<file path="src/pmcc_pkg.sv">
// package for the power mode and clock control block: offsets, layouts,
// reset values, state and mode enumerations, timing constants.
// assumes a single 125 MHz clock and a plain register port.
`default_nettype none

package pmcc_pkg;

   // -------------------------------------------------------------------
   // timing
   // -------------------------------------------------------------------
   localparam int CLK_MHZ       = 125;
   localparam int RST_PULSE_NS  = 800;
   localparam int RST_PULSE_CYC = (RST_PULSE_NS * CLK_MHZ + 999) / 1000;
   localparam int CNT_W         = 8;
   localparam logic [CNT_W-1:0] RST_PULSE_CNT = CNT_W'(RST_PULSE_CYC);

   // -------------------------------------------------------------------
   // register map
   // -------------------------------------------------------------------
   localparam int ADDR_W = 8;
   localparam logic [ADDR_W-1:0] OFS_CLKCFG = 8'h00;
   localparam logic [ADDR_W-1:0] OFS_LPCFG  = 8'h04;
   localparam logic [ADDR_W-1:0] OFS_STATUS = 8'h08;
   localparam int BIT_CSS_FLAG  = 0;
   localparam int BIT_WAKE_FLAG = 1;

   // -------------------------------------------------------------------
   // enumerations
   // -------------------------------------------------------------------
   typedef enum logic [1:0] {
      SRC_INTERNAL_FAST_OSCILLATOR,
      SRC_EXTERNAL_FAST_OSCILLATOR,
      SRC_MULTIPLIER_LOOP_CLOCK
   } pmcc_src_t;

   typedef enum logic [1:0] {
      REG_MAIN_REGULATOR_MODE,
      REG_LOW_POWER_REGULATOR_MODE,
      REG_HIGH_IMPEDANCE
   } pmcc_reg_t;

   typedef enum logic [1:0] {
      LP_SLEEP,
      LP_STOP,
      LP_STANDBY
   } pmcc_lp_t;

   typedef enum logic [2:0] {
      ST_RESET,
      ST_RUN,
      ST_SLEEP,
      ST_STOP,
      ST_STANDBY
   } pmcc_state_t;

   // -------------------------------------------------------------------
   // layouts
   // -------------------------------------------------------------------
   typedef struct packed {
      logic [2:0] apb2_div;
      logic [2:0] apb1_div;
      logic [3:0] ahb_div;
      logic [3:0] pll_div;
      logic [3:0] pll_mul;
      logic       pll_src_ext;
      pmcc_src_t  root_src;
   } pmcc_clk_cfg_t;

   typedef struct packed {
      logic      css_ie;
      logic      stop_lpr;
      pmcc_lp_t  mode;
   } pmcc_lp_cfg_t;

   typedef struct packed {
      pmcc_state_t state;
      pmcc_src_t   active_src;
      logic        wake_flag;
      logic        css_flag;
   } pmcc_status_t;

   typedef struct packed {
      logic      core_clk_en;
      logic      domain_clk_en;
      logic      core_power;
      logic      retain;
      logic      int_osc_en;
      logic      ext_osc_en;
      logic      loop_en;
      pmcc_reg_t regulator;
   } pmcc_pwr_t;

   localparam int CLKCFG_W = $bits(pmcc_clk_cfg_t);
   localparam int LPCFG_W  = $bits(pmcc_lp_cfg_t);
   localparam pmcc_clk_cfg_t CLKCFG_RST = '0;
   localparam pmcc_lp_cfg_t  LPCFG_RST  = '0;

   // raw pin vector: 16 lines plus 7 single events
   localparam int LINES  = 16;
   localparam int SYNC_W = LINES + 7;

endpackage

`default_nettype wire

</file>
<file path="src/pmcc_div.sv">
// prescaler producing a one-cycle tick every (div+1) source ticks.
// assumes the source tick and the divide value are on the same clock.
`default_nettype none
`timescale 1ns/100ps

module pmcc_div
#(
   parameter int W = 4
)
(
   // clock and reset
   input  wire logic         i_clk,
   input  wire logic         i_external_reset_pin,
   // source
   input  wire logic         i_en,
   input  wire logic [W-1:0] i_div,
   // derived tick
   output logic              o_tick
);

   logic [W-1:0] cnt;
   logic [W-1:0] next_cnt;
   logic         next_tick;

   // -------------------------------------------------------------------
   // counter
   // -------------------------------------------------------------------
   always_comb
   begin
      next_cnt  = cnt;
      next_tick = 1'b0;
      if (i_en)
      begin
         // a divide change mid-count takes effect at once; a count at or past the new value wraps on the next source tick
         if (cnt >= i_div)
         begin
            next_cnt  = '0;
            next_tick = 1'b1;
         end
         else
         begin
            next_cnt = cnt + W'(1);
         end
      end
   end

   always_ff @(posedge i_clk)
   begin
      if (!i_external_reset_pin)
      begin
         cnt    <= '0;
         o_tick <= 1'b0;
      end
      else
      begin
         cnt    <= next_cnt;
         o_tick <= next_tick;
      end
   end

endmodule // pmcc_div

`default_nettype wire

</file>
<file path="src/pmcc_top.sv">
// power mode and clock control: root clock choice, bus prescalers,
// low-power sequencing, reset hold on low supply.
// assumes pins arrive asynchronously and the core request is on i_clk.
//
// Contract
// - system reset is held while the supply monitor reports low voltage.
// - regulator runs main in run, low power in stop when stop_lpr is set (main otherwise), high-z in standby.
// - regulator is active after any reset and goes high-z only in standby.
// - sleep halts only the core clock and any interrupt returns to run.
// - stop gates the domain clock and all fast oscillators, keeps data.
// - stop ends on any of the 16 external lines or a calendar event.
// - standby powers off the core domain and stops all fast clocks.
// - standby ends on reset pin, watchdog, wake pin rise or calendar event.
// - after reset the internal fast oscillator drives the root clock.
// - root clock picks internal, external or loop; loop ref is selectable.
// - external oscillator failure forces internal source and flags an irq.
// - bus clock ticks divide root, and each peripheral tick divides bus.
`default_nettype none
`timescale 1ns/100ps

module pmcc_top
(
   // clock and reset
   input  wire logic                          i_clk,
   input  wire logic                          i_external_reset_pin,
   // register port
   input  wire logic [pmcc_pkg::ADDR_W-1:0]   i_addr,
   input  wire logic [31:0]                   i_wdata,
   input  wire logic                          i_wr,
   input  wire logic                          i_rd,
   output logic [31:0]                        o_rdata,
   // core request
   input  wire logic                          i_lp_req,
   // asynchronous pins and events
   input  wire logic                          i_supply_low,
   input  wire logic                          i_external_reset_pin_n,
   input  wire logic                          i_independent_watchdog,
   input  wire logic                          i_wake_pin,
   input  wire logic                          i_rtc_event,
   input  wire logic                          i_ext_osc_fail,
   input  wire logic                          i_irq_event,
   input  wire logic [pmcc_pkg::LINES-1:0]    i_ext_lines,
   // reset, power and clock control
   output logic                               o_sys_rst_n,
   output pmcc_pkg::pmcc_pwr_t                o_pwr,
   output pmcc_pkg::pmcc_clk_cfg_t            o_clk_cfg,
   output logic                               o_css_irq,
   // bus ticks
   output logic                               o_ahb_tick,
   output logic                               o_apb1_tick,
   output logic                               o_apb2_tick
);

   import pmcc_pkg::*;

   // -------------------------------------------------------------------
   // pin synchronisers
   // -------------------------------------------------------------------
   logic [SYNC_W-1:0] raw;
   logic [SYNC_W-1:0] meta;
   logic [SYNC_W-1:0] stable;
   logic              wake_prev;

   // reset pin inverted ahead of the first flop so all bits are active high
   assign raw = {i_supply_low, ~i_external_reset_pin_n,
                 i_independent_watchdog, i_wake_pin, i_rtc_event,
                 i_ext_osc_fail, i_irq_event, i_ext_lines};

   genvar g;
   generate
      for (g = 0; g < SYNC_W; g = g + 1)
      begin : g_sync
         always_ff @(posedge i_clk)
         begin
            if (!i_external_reset_pin)
            begin
               meta[g]   <= 1'b0;
               stable[g] <= 1'b0;
            end
            else
            begin
               meta[g]   <= raw[g];
               stable[g] <= meta[g];
            end
         end
      end
   endgenerate

   logic             s_supply_low;
   logic             s_ext_rst;
   logic             s_wdg;
   logic             s_wake;
   logic             s_rtc;
   logic             s_fail;
   logic             s_irq;
   logic [LINES-1:0] s_lines;

   assign {s_supply_low, s_ext_rst, s_wdg, s_wake, s_rtc, s_fail, s_irq,
           s_lines} = stable;

   // -------------------------------------------------------------------
   // power sequencer
   // -------------------------------------------------------------------
   pmcc_state_t  state;
   pmcc_state_t  next_state;
   logic [CNT_W-1:0] cnt;
   logic [CNT_W-1:0] next_cnt;
   logic         next_wake_flag;
   logic         wake_flag;
   logic         hard_rst;
   logic         wake_rise;
   pmcc_clk_cfg_t clk_cfg;
   pmcc_lp_cfg_t  lp_cfg;

   assign hard_rst  = s_supply_low | s_ext_rst | s_wdg;
   assign wake_rise = s_wake & ~wake_prev;

   always_comb
   begin
      next_state     = state;
      next_cnt       = cnt;
      next_wake_flag = wake_flag;
      case (state)
         ST_RESET:
         begin
            if (cnt != '0)
               next_cnt = cnt - CNT_W'(1);
            else
               next_state = ST_RUN;
         end
         ST_RUN:
         begin
            if (i_lp_req)
            begin
               case (lp_cfg.mode)
                  LP_STOP:    next_state = ST_STOP;
                  LP_STANDBY: next_state = ST_STANDBY;
                  default:    next_state = ST_SLEEP;
               endcase
            end
         end
         ST_SLEEP:
         begin
            if (s_irq)
               next_state = ST_RUN;
         end
         ST_STOP:
         begin
            if ((|s_lines) || s_rtc)
               next_state = ST_RUN;
         end
         ST_STANDBY:
         begin
            if (wake_rise || s_rtc)
            begin
               next_state     = ST_RESET;
               next_cnt       = RST_PULSE_CNT;
               next_wake_flag = 1'b1;
            end
         end
         default:
         begin
            next_state = ST_RESET;
            next_cnt   = RST_PULSE_CNT;
         end
      endcase
      // pin and watchdog resets also end standby; low supply holds reset
      if (hard_rst)
      begin
         next_state = ST_RESET;
         next_cnt   = RST_PULSE_CNT;
      end
      // a set from low wins over a same-cycle clear
      if (i_wr && i_addr == OFS_STATUS && i_wdata[BIT_WAKE_FLAG]
          && next_wake_flag == wake_flag)
         next_wake_flag = 1'b0;
   end

   always_ff @(posedge i_clk)
   begin
      if (!i_external_reset_pin)
      begin
         state     <= ST_RESET;
         cnt       <= RST_PULSE_CNT;
         wake_flag <= 1'b0;
         wake_prev <= 1'b0;
      end
      else
      begin
         state     <= next_state;
         cnt       <= next_cnt;
         wake_flag <= next_wake_flag;
         wake_prev <= s_wake;
      end
   end

   // -------------------------------------------------------------------
   // register file and clock switching
   // -------------------------------------------------------------------
   pmcc_clk_cfg_t next_clk_cfg;
   pmcc_lp_cfg_t  next_lp_cfg;
   logic          css_flag;
   logic          next_css_flag;
   logic [31:0]   next_rdata;
   logic          uses_ext;
   logic          soft_rst;
   pmcc_status_t  status;

   assign soft_rst = (state == ST_RESET);
   assign uses_ext = (clk_cfg.root_src == SRC_EXTERNAL_FAST_OSCILLATOR) ||
                     (clk_cfg.root_src == SRC_MULTIPLIER_LOOP_CLOCK &&
                      clk_cfg.pll_src_ext);
   assign status   = '{state: state, active_src: clk_cfg.root_src,
                       wake_flag: wake_flag, css_flag: css_flag};

   always_comb
   begin
      next_clk_cfg  = clk_cfg;
      next_lp_cfg   = lp_cfg;
      next_css_flag = css_flag;
      next_rdata    = '0;
      if (i_wr && i_addr == OFS_CLKCFG)
         next_clk_cfg = pmcc_clk_cfg_t'(i_wdata[CLKCFG_W-1:0]);
      else if (i_wr && i_addr == OFS_LPCFG)
         next_lp_cfg = pmcc_lp_cfg_t'(i_wdata[LPCFG_W-1:0]);
      else if (i_wr && i_addr == OFS_STATUS && i_wdata[BIT_CSS_FLAG])
         next_css_flag = 1'b0;
      // an unused source code falls back to the internal oscillator
      if (next_clk_cfg.root_src == 2'h3)
         next_clk_cfg.root_src = SRC_INTERNAL_FAST_OSCILLATOR;
      // hardware switching after writes, so it always wins
      if (s_fail && uses_ext)
      begin
         next_clk_cfg.root_src = SRC_INTERNAL_FAST_OSCILLATOR;
         next_css_flag         = 1'b1;
      end
      // fast oscillators were off in stop, so restart on the internal one
      if (state == ST_STOP && next_state == ST_RUN)
         next_clk_cfg.root_src = SRC_INTERNAL_FAST_OSCILLATOR;
      if (soft_rst)
      begin
         next_clk_cfg  = CLKCFG_RST;
         next_lp_cfg   = LPCFG_RST;
         next_css_flag = 1'b0;
      end
      if (i_rd)
      begin
         if (i_addr == OFS_CLKCFG)
            next_rdata = 32'(clk_cfg);
         else if (i_addr == OFS_LPCFG)
            next_rdata = 32'(lp_cfg);
         else if (i_addr == OFS_STATUS)
            next_rdata = 32'(status);
         else
            next_rdata = '0;
      end
   end

   always_ff @(posedge i_clk)
   begin
      if (!i_external_reset_pin)
      begin
         clk_cfg  <= CLKCFG_RST;
         lp_cfg   <= LPCFG_RST;
         css_flag <= 1'b0;
         o_rdata  <= '0;
      end
      else
      begin
         clk_cfg  <= next_clk_cfg;
         lp_cfg   <= next_lp_cfg;
         css_flag <= next_css_flag;
         o_rdata  <= next_rdata;
      end
   end

   // -------------------------------------------------------------------
   // power and reset outputs
   // -------------------------------------------------------------------
   pmcc_pwr_t next_pwr;
   logic      next_ext_need;

   always_comb
   begin
      next_ext_need = (next_clk_cfg.root_src ==
                       SRC_EXTERNAL_FAST_OSCILLATOR) ||
                      (next_clk_cfg.root_src == SRC_MULTIPLIER_LOOP_CLOCK &&
                       next_clk_cfg.pll_src_ext);
      next_pwr = '{core_clk_en: 1'b1, domain_clk_en: 1'b1,
                   core_power: 1'b1, retain: 1'b1, int_osc_en: 1'b1,
                   ext_osc_en: 1'b0, loop_en: 1'b0,
                   regulator: REG_MAIN_REGULATOR_MODE};
      case (next_state)
         ST_RESET:
         begin
            next_pwr.core_clk_en   = 1'b0;
            next_pwr.domain_clk_en = 1'b0;
         end
         ST_SLEEP:
            next_pwr.core_clk_en = 1'b0;
         ST_STOP:
         begin
            next_pwr.core_clk_en   = 1'b0;
            next_pwr.domain_clk_en = 1'b0;
            next_pwr.int_osc_en    = 1'b0;
            next_pwr.regulator     = lp_cfg.stop_lpr ?
                                     REG_LOW_POWER_REGULATOR_MODE :
                                     REG_MAIN_REGULATOR_MODE;
         end
         ST_STANDBY:
         begin
            next_pwr.core_clk_en   = 1'b0;
            next_pwr.domain_clk_en = 1'b0;
            next_pwr.core_power    = 1'b0;
            next_pwr.retain        = 1'b0;
            next_pwr.int_osc_en    = 1'b0;
            next_pwr.regulator     = REG_HIGH_IMPEDANCE;
         end
         default:
            next_pwr.core_clk_en = 1'b1;
      endcase
      if (next_pwr.domain_clk_en)
      begin
         next_pwr.ext_osc_en = next_ext_need;
         next_pwr.loop_en    = (next_clk_cfg.root_src ==
                                SRC_MULTIPLIER_LOOP_CLOCK);
      end
   end

   always_ff @(posedge i_clk)
   begin
      if (!i_external_reset_pin)
      begin
         o_sys_rst_n <= 1'b0;
         o_pwr       <= '{core_clk_en: 1'b0, domain_clk_en: 1'b0,
                          core_power: 1'b1, retain: 1'b1,
                          int_osc_en: 1'b1, ext_osc_en: 1'b0,
                          loop_en: 1'b0,
                          regulator: REG_MAIN_REGULATOR_MODE};
         o_clk_cfg   <= CLKCFG_RST;
         o_css_irq   <= 1'b0;
      end
      else
      begin
         o_sys_rst_n <= (next_state != ST_RESET);
         o_pwr       <= next_pwr;
         o_clk_cfg   <= next_clk_cfg;
         o_css_irq   <= next_css_flag & next_lp_cfg.css_ie;
      end
   end

   // -------------------------------------------------------------------
   // bus prescalers
   // -------------------------------------------------------------------
   pmcc_div #(.W(4)) u_ahb_div
   (
      .i_clk  (i_clk),
      .i_external_reset_pin (i_external_reset_pin),
      .i_en   (o_pwr.domain_clk_en),
      .i_div  (clk_cfg.ahb_div),
      .o_tick (o_ahb_tick)
   );

   pmcc_div #(.W(3)) u_apb1_div
   (
      .i_clk  (i_clk),
      .i_external_reset_pin (i_external_reset_pin),
      .i_en   (o_ahb_tick),
      .i_div  (clk_cfg.apb1_div),
      .o_tick (o_apb1_tick)
   );

   pmcc_div #(.W(3)) u_apb2_div
   (
      .i_clk  (i_clk),
      .i_external_reset_pin (i_external_reset_pin),
      .i_en   (o_ahb_tick),
      .i_div  (clk_cfg.apb2_div),
      .o_tick (o_apb2_tick)
   );

endmodule // pmcc_top

`default_nettype wire

</file>
<file path="config.mk">
export PLATFORM = sky130hd
export DESIGN_NAME = pmcc_top
export DESIGN_NICKNAME = d
export VERILOG_FILES = /design/src/pmcc_pkg.sv /design/src/pmcc_div.sv /design/src/pmcc_top.sv
export SDC_FILE = /design/constraint.sdc
export NUM_CORES = 1
export LEC_CHECK = 0
export ABC_AREA = 1
export BUFFER_PORTS_ARGS = -buffer_cell sky130_fd_sc_hd__buf_2
export CORE_ASPECT_RATIO = 1.2
export CORE_MARGIN = 5
export CORE_UTILIZATION = 35
export CTS_CLUSTER_DIAMETER = 30
export CTS_CLUSTER_SIZE = 25
export DETAILED_ROUTE_END_ITERATION = 10
export PLACE_DENSITY = 0.59
export RECOVER_POWER = 100
export REMOVE_ABC_BUFFERS = 1
export SLEW_MARGIN = 20
export SYNTH_ARGS = -nofsm -noshare
export SYNTH_HDL_FRONTEND = slang
export SYNTH_SLANG_ARGS = --single-unit
</file>
<file path="constraint.sdc">
create_clock -name i_clk -period 2.1 [get_ports i_clk]
set_input_delay 0.315 -clock i_clk [delete_from_list [all_inputs] [get_ports i_clk]]
set_output_delay 0.315 -clock i_clk [all_outputs]
set_load 0.1 [all_outputs]
</file>
Word-level counts from Yosys, hierarchy flattened
Cells that the tools add are included.
{"block": "word_totals", "out_inout_bits": 67, "register_bits": 141, "input_bits": 68, "word_cells": 191}
{"block": "classes", "n_addsub": 4, "n_bitwise": 10, "reduce_logical": 34, "mux": 41, "n_eq_ne": 20, "magnitude_cmp": 3}
{"op": "3-bit two-way mux", "count": 10}
{"op": "8-bit case mux with 3 select lines", "count": 1}
{"op": "21-bit two-way mux", "count": 1}
{"op": "4-bit two-way mux", "count": 4}
{"op": "8-bit two-way mux", "count": 2}
{"op": "16-bit OR reduction", "count": 1}
{"op": "3-bit case mux with 5 select lines", "count": 1}
{"op": "1-bit two-way mux", "count": 14}
{"op": "7-bit two-way mux", "count": 2}
{"op": "3-bit by 2-bit equality test with 1-bit output (second input constant)", "count": 4}
{"op": "4-bit OR reduction", "count": 3}
{"op": "1-bit logical AND", "count": 10}
{"op": "2-bit equality test (second input constant)", "count": 4}
{"op": "8-bit by 3-bit equality test with 1-bit output (second input constant)", "count": 1}
{"op": "8-bit by 4-bit equality test with 1-bit output (second input constant)", "count": 1}
{"op": "8-bit zero test", "count": 1}
{"op": "2-bit two-way mux", "count": 4}
{"op": "2-bit AND reduction", "count": 4}
{"op": "8-bit nonzero test", "count": 1}
{"op": "2-bit OR reduction", "count": 4}
{"op": "8-bit by 1-bit subtractor with 8-bit output (second input constant)", "count": 1}
{"op": "3-bit by 1-bit adder with 3-bit output (second input constant)", "count": 2}
{"op": "2-bit by 1-bit equality test with 1-bit output (second input constant)", "count": 3}
{"op": "3-bit by 1-bit equality test with 1-bit output (second input constant)", "count": 2}
{"op": "17 further kinds", "count": 31}

Logic depth before layout (Yosys ltp)
{"block": "depth", "word_depth": 13, "depth_mapped": 12, "depth_no_buf": 12}

Cells and area by module
A second synthesis with hierarchy kept.
{"block": "hier_totals", "hier_cells": 615, "hier_area_um2": 4978.5}
{"mod": "pmcc_top", "n_inst": 1, "seq_area_each_um2": 2322.2, "area_each_um2": 4205.3, "cells_per_inst": 518}
{"mod": "pmcc_div (u_apb1_div ...)", "n_inst": 2, "seq_area_each_um2": 80.1, "area_each_um2": 235.2, "cells_per_inst": 29}
{"mod": "pmcc_div (u_ahb_div)", "n_inst": 1, "seq_area_each_um2": 100.1, "area_each_um2": 302.8, "cells_per_inst": 39}

Least setup slack after synthesis
No wires, ideal clock.
{"block": "synth_path", "path_type": "flip-flop to flip-flop", "from": "register, netlist name o_clk_cfg[12]", "to": "register u_ahb_div.cnt[0]", "setup_time_ns": 0.078, "arrival_ns": 2.017, "setup_slack_ns": 0.005, "required_time_ns": 2.022, "synth_period_minus_slack_ns": 2.095, "path_stages_with_launch": 10, "n_path_buf": 0, "path_cell_list": "dfxtp_1 inv_1 ha_1 inv_1 nor2_1 o211ai_1 nand3_1 nand2_1 nand2_1 nor3_1"}
{"element": "to (signal assigned)", "line": "pmcc_div.sv:56", "source": "cnt <= next_cnt;"}
{"element": "to (decl)", "line": "pmcc_div.sv:21", "source": "logic [W-1:0] cnt;"}

Worst setup path after layout
{"block": "layout_path", "from": "register u_ahb_div.o_tick", "to": "output o_ahb_tick"}
{"element": "from (decl)", "line": "pmcc_div.sv:18", "source": "output logic o_tick"}
{"element": "from (signal assigned)", "line": "pmcc_div.sv:57", "source": "o_tick <= next_tick;"}
{"element": "to (decl)", "line": "pmcc_top.sv:49", "source": "output logic o_ahb_tick,"}
No word-level cell between the ends.

==> results.md <==
- Outcome: complete, no violations
- Vias in the first global route: 3,893
- Critical path data required time: 1780 ps
- Slowest cell on the critical path: dfxtp_1
- Total Routing Usage GR: 13.3%
- Pin count of the biggest net entering global routing: 35
- Stage delay of the slowest cell on the critical path: 540 ps
- First-iteration detailed-routing DRC count: 158
- Register area share after synthesis: 51.9%
- Synth Flop Type: dfxtp_1
- Total of warnings raised by yosys: 0
- Synthesized netlist cell count: 618
- Wl on met1: 4890 µm
- Worst-case clock skew: 8.50 ps
- Length of routed met3 wiring: 724 µm
- Hold WC Path Type: in -> reg
- Library cells used by synthesis: 35
- Top Ports: 135
- # Max-Cap Violations: 0
- Mapped Area: 4970 µm²
- RSZ-0062 raised after global routing: no
- Final worst slack: 297 ps
- Cell Chain, Critical Path: clkbuf_2
- Maximum clock rate: 0.555 GHz
- Crit Path Max Fanout: 12
- Number of vias per cell after detailed routing: 4.44
- Routed wire length per instance: 11.7 µm
- Area share of the largest cell type after synthesis: 51.9%
- Via count: 4,076
- First-pass GRT wire length: 18,000 µm
- Critical path class: reg -> out
- Residual DRC: 0
- Clock transition at the registers of the reported paths: 50 ps
- Post-CTS Repair Setup Buffers: 0
- Root buf cell: clkbuf_16
- Post-synthesis cell type with the largest combined area: dfxtp_1
- Worst slew slack as a fraction of its limit: 38.4%
- Synthesis-stage register bit count: 129
- Ant diodes: 0
- Number of enable-type register cells in the synthesized netlist: 0
- Post-detailed-routing wire length: 10,800 µm
- Clock H-tree levels: 4
- Cts repair resizes: 0
- Number of detailed-routing iterations run before antenna repair: 4
- Number of buffers on the longest clock path: 2
- Data arrival time of the critical path: 1490 ps
- Initial cell density of the core: 35.8%
- Clock sink count: 129
- Fraction of final layout cells sized beyond drive strength 1: 22.2%
- Number of setup violations in the final report: 0
- Area after detailed placement: 5660 µm²
- Std-Cell Rows: 47
- Post-detailed-route count of antenna-violating nets: 0
- Startpoint class of the critical path: register
- Dominant delay contributor by cell family on the critical path: flip-flops
- Leftover overflow at the end of global routing: 0
- Average footprint of a synthesized cell: 8.05 µm²
- Die footprint: 16,700 µm²
- Floorplan die width: 119 µm
- DP HPWL: 8130 µm
- Reported leakage power: 0.00312 µW
- Portion of the clock cycle consumed by the worst path in the final layout: 85.9%
- Die Y: 141 µm
- Final Hold Vio Count: 0
- IR Drop Worst-Case VDD: 0.516 mV
- Skew-Pair Late Insertion Delay: 410 ps
- TritonCTS clock tree: done
- Uppermost routed layer: met4
- Hold bufs inserted after CTS: 0
- Power per cell area: 921 nW/µm²
- Number of slew-limit violations in the final report: 0
- Core area: 13,900 µm²
- Crit path capture type: output port
- TritonCTS buffer count: 17
- Worst slack at placement: 410 ps
- Count of buffers inserted at the top-level ports: 112
- Layout Area Growth over Synthesis: 24.8%
- Total Nets Final: 818
- Worst slew pin tran: 925 ps
- Post-synth ARST share: 0%
- Final GP Congestion: 0.852
- Initial antenna violation count: 0
- Final critical path time including I/O delays and setup: 1800 ps
- Design area: 6200 µm²
- Met2 routed WL: 5080 µm
- Top post-synthesis cells by area: dfxtp_1 52%, nand2_1 9.1%, inv_1 7.9%
- Buffers and inverters on the worst path: 1
-- worst paths after layout --
check                          from          to  slack (ps)  cells past startpoint
max                u_ahb_div.o_tick  o_ahb_tick         300                      1
min          i_external_reset_pin_n    meta[21]          60                      2
max reg2reg                state[0]    o_pwr[3]         300                     11
min reg2reg                meta[19]      s_wake         410                      2
-- layout by cell type, fill, tap and decap left out, types with 8 or more instances in the layout --
cell type  netlist  final
o21ai_0         19     23
clkbuf_2         0     56
inv_1          105    108
buf_2            4     55
nor2_1          74     79
nand3_1         22     24
ha_1            15     15
clkbuf_16        0     17
nand2_1        120    123
nor3_1           8      8
a21oi_1         32     32
conb_1           1     11
dfxtp_1        129    129
-- area by class of cell --
class	count	area (µm²)
clock inverters	12	134
fillers	1362	7670
multi-input cells	359	1800
well taps	171	214
clock buffers	20	467
repair buffers	117	593
inverters	111	417
flip-flops and latches	129	2580
-- metal layers --
metal  global-route usage, %  vias up
li1                        -     2122
met5                       0        -
met1                    16.3     1819
met4                    5.67        0
met3                    4.15        9
met2                    21.5      126
-- synthesized netlist by cell type (6+ instances only) --
cell type and n:
ha_1 15, nand2_1 120, dfxtp_1 129, clkbuf_1 11
nand3_1 22, nor2_1 74, o21ai_0 19, buf_4 14
nand2_2 7, a21oi_1 32, inv_2 6, inv_1 105
nor3_1 8
-- cells by family (layout without fill, tap and decap cells) --
group                    Yosys count  count (layout)  synth area share (%)
buffers and inverters            140             260                  11.7
adder cells (fa/ha/maj)           15              15                  3.77
other                              1              11                0.0754
multiplexers                       1               1                 0.201
XOR/XNOR                           5               5                 0.881
flip-flops                       129             129                  51.9
AO/OA/AOI/OAI                     75              75                  8.51
AND/OR/NAND/NOR                  252             252                  22.9
-- flip-flops by register name, indices dropped and copies added (netlist names), 4 cells and up --
| signal | cells |
|---|---|
| lp_cfg | 4 |
| meta | 23 |
| u_ahb_div.cnt | 4 |
| s_lines | 16 |
| o_pwr | 8 |
| cnt | 8 |
| o_clk_cfg | 21 |
| o_rdata | 21 |
-- through the flow --
stage | cells | utilization (%) | setup TNS, ps | hold WS, ps | power, µW
4_1_cts | 919 | 45.1 | 0 | 42.6 | 5800
3_5_place_dp | 887 | 40.8 | 0 | 399 | 2870
2_1_floorplan | 599 | - | -13.2 | 387 | 2770
5_1_grt | 919 | 44.7 | 0 | 46.5 | 5950
6_report | 919 | 44.7 | 0 | 63.1 | 5710
3_3_place_gp | 887 | 40.8 | 0 | 396 | 2860
-- power breakdown --
group,switching (µW),internal [µW],total [µW]
sequential,20.1,2500,2520
clock,1070,1840,2910
combinational,201,86.0,287
total,1290,4430,5710
Power figures use the tool's default switching activity.
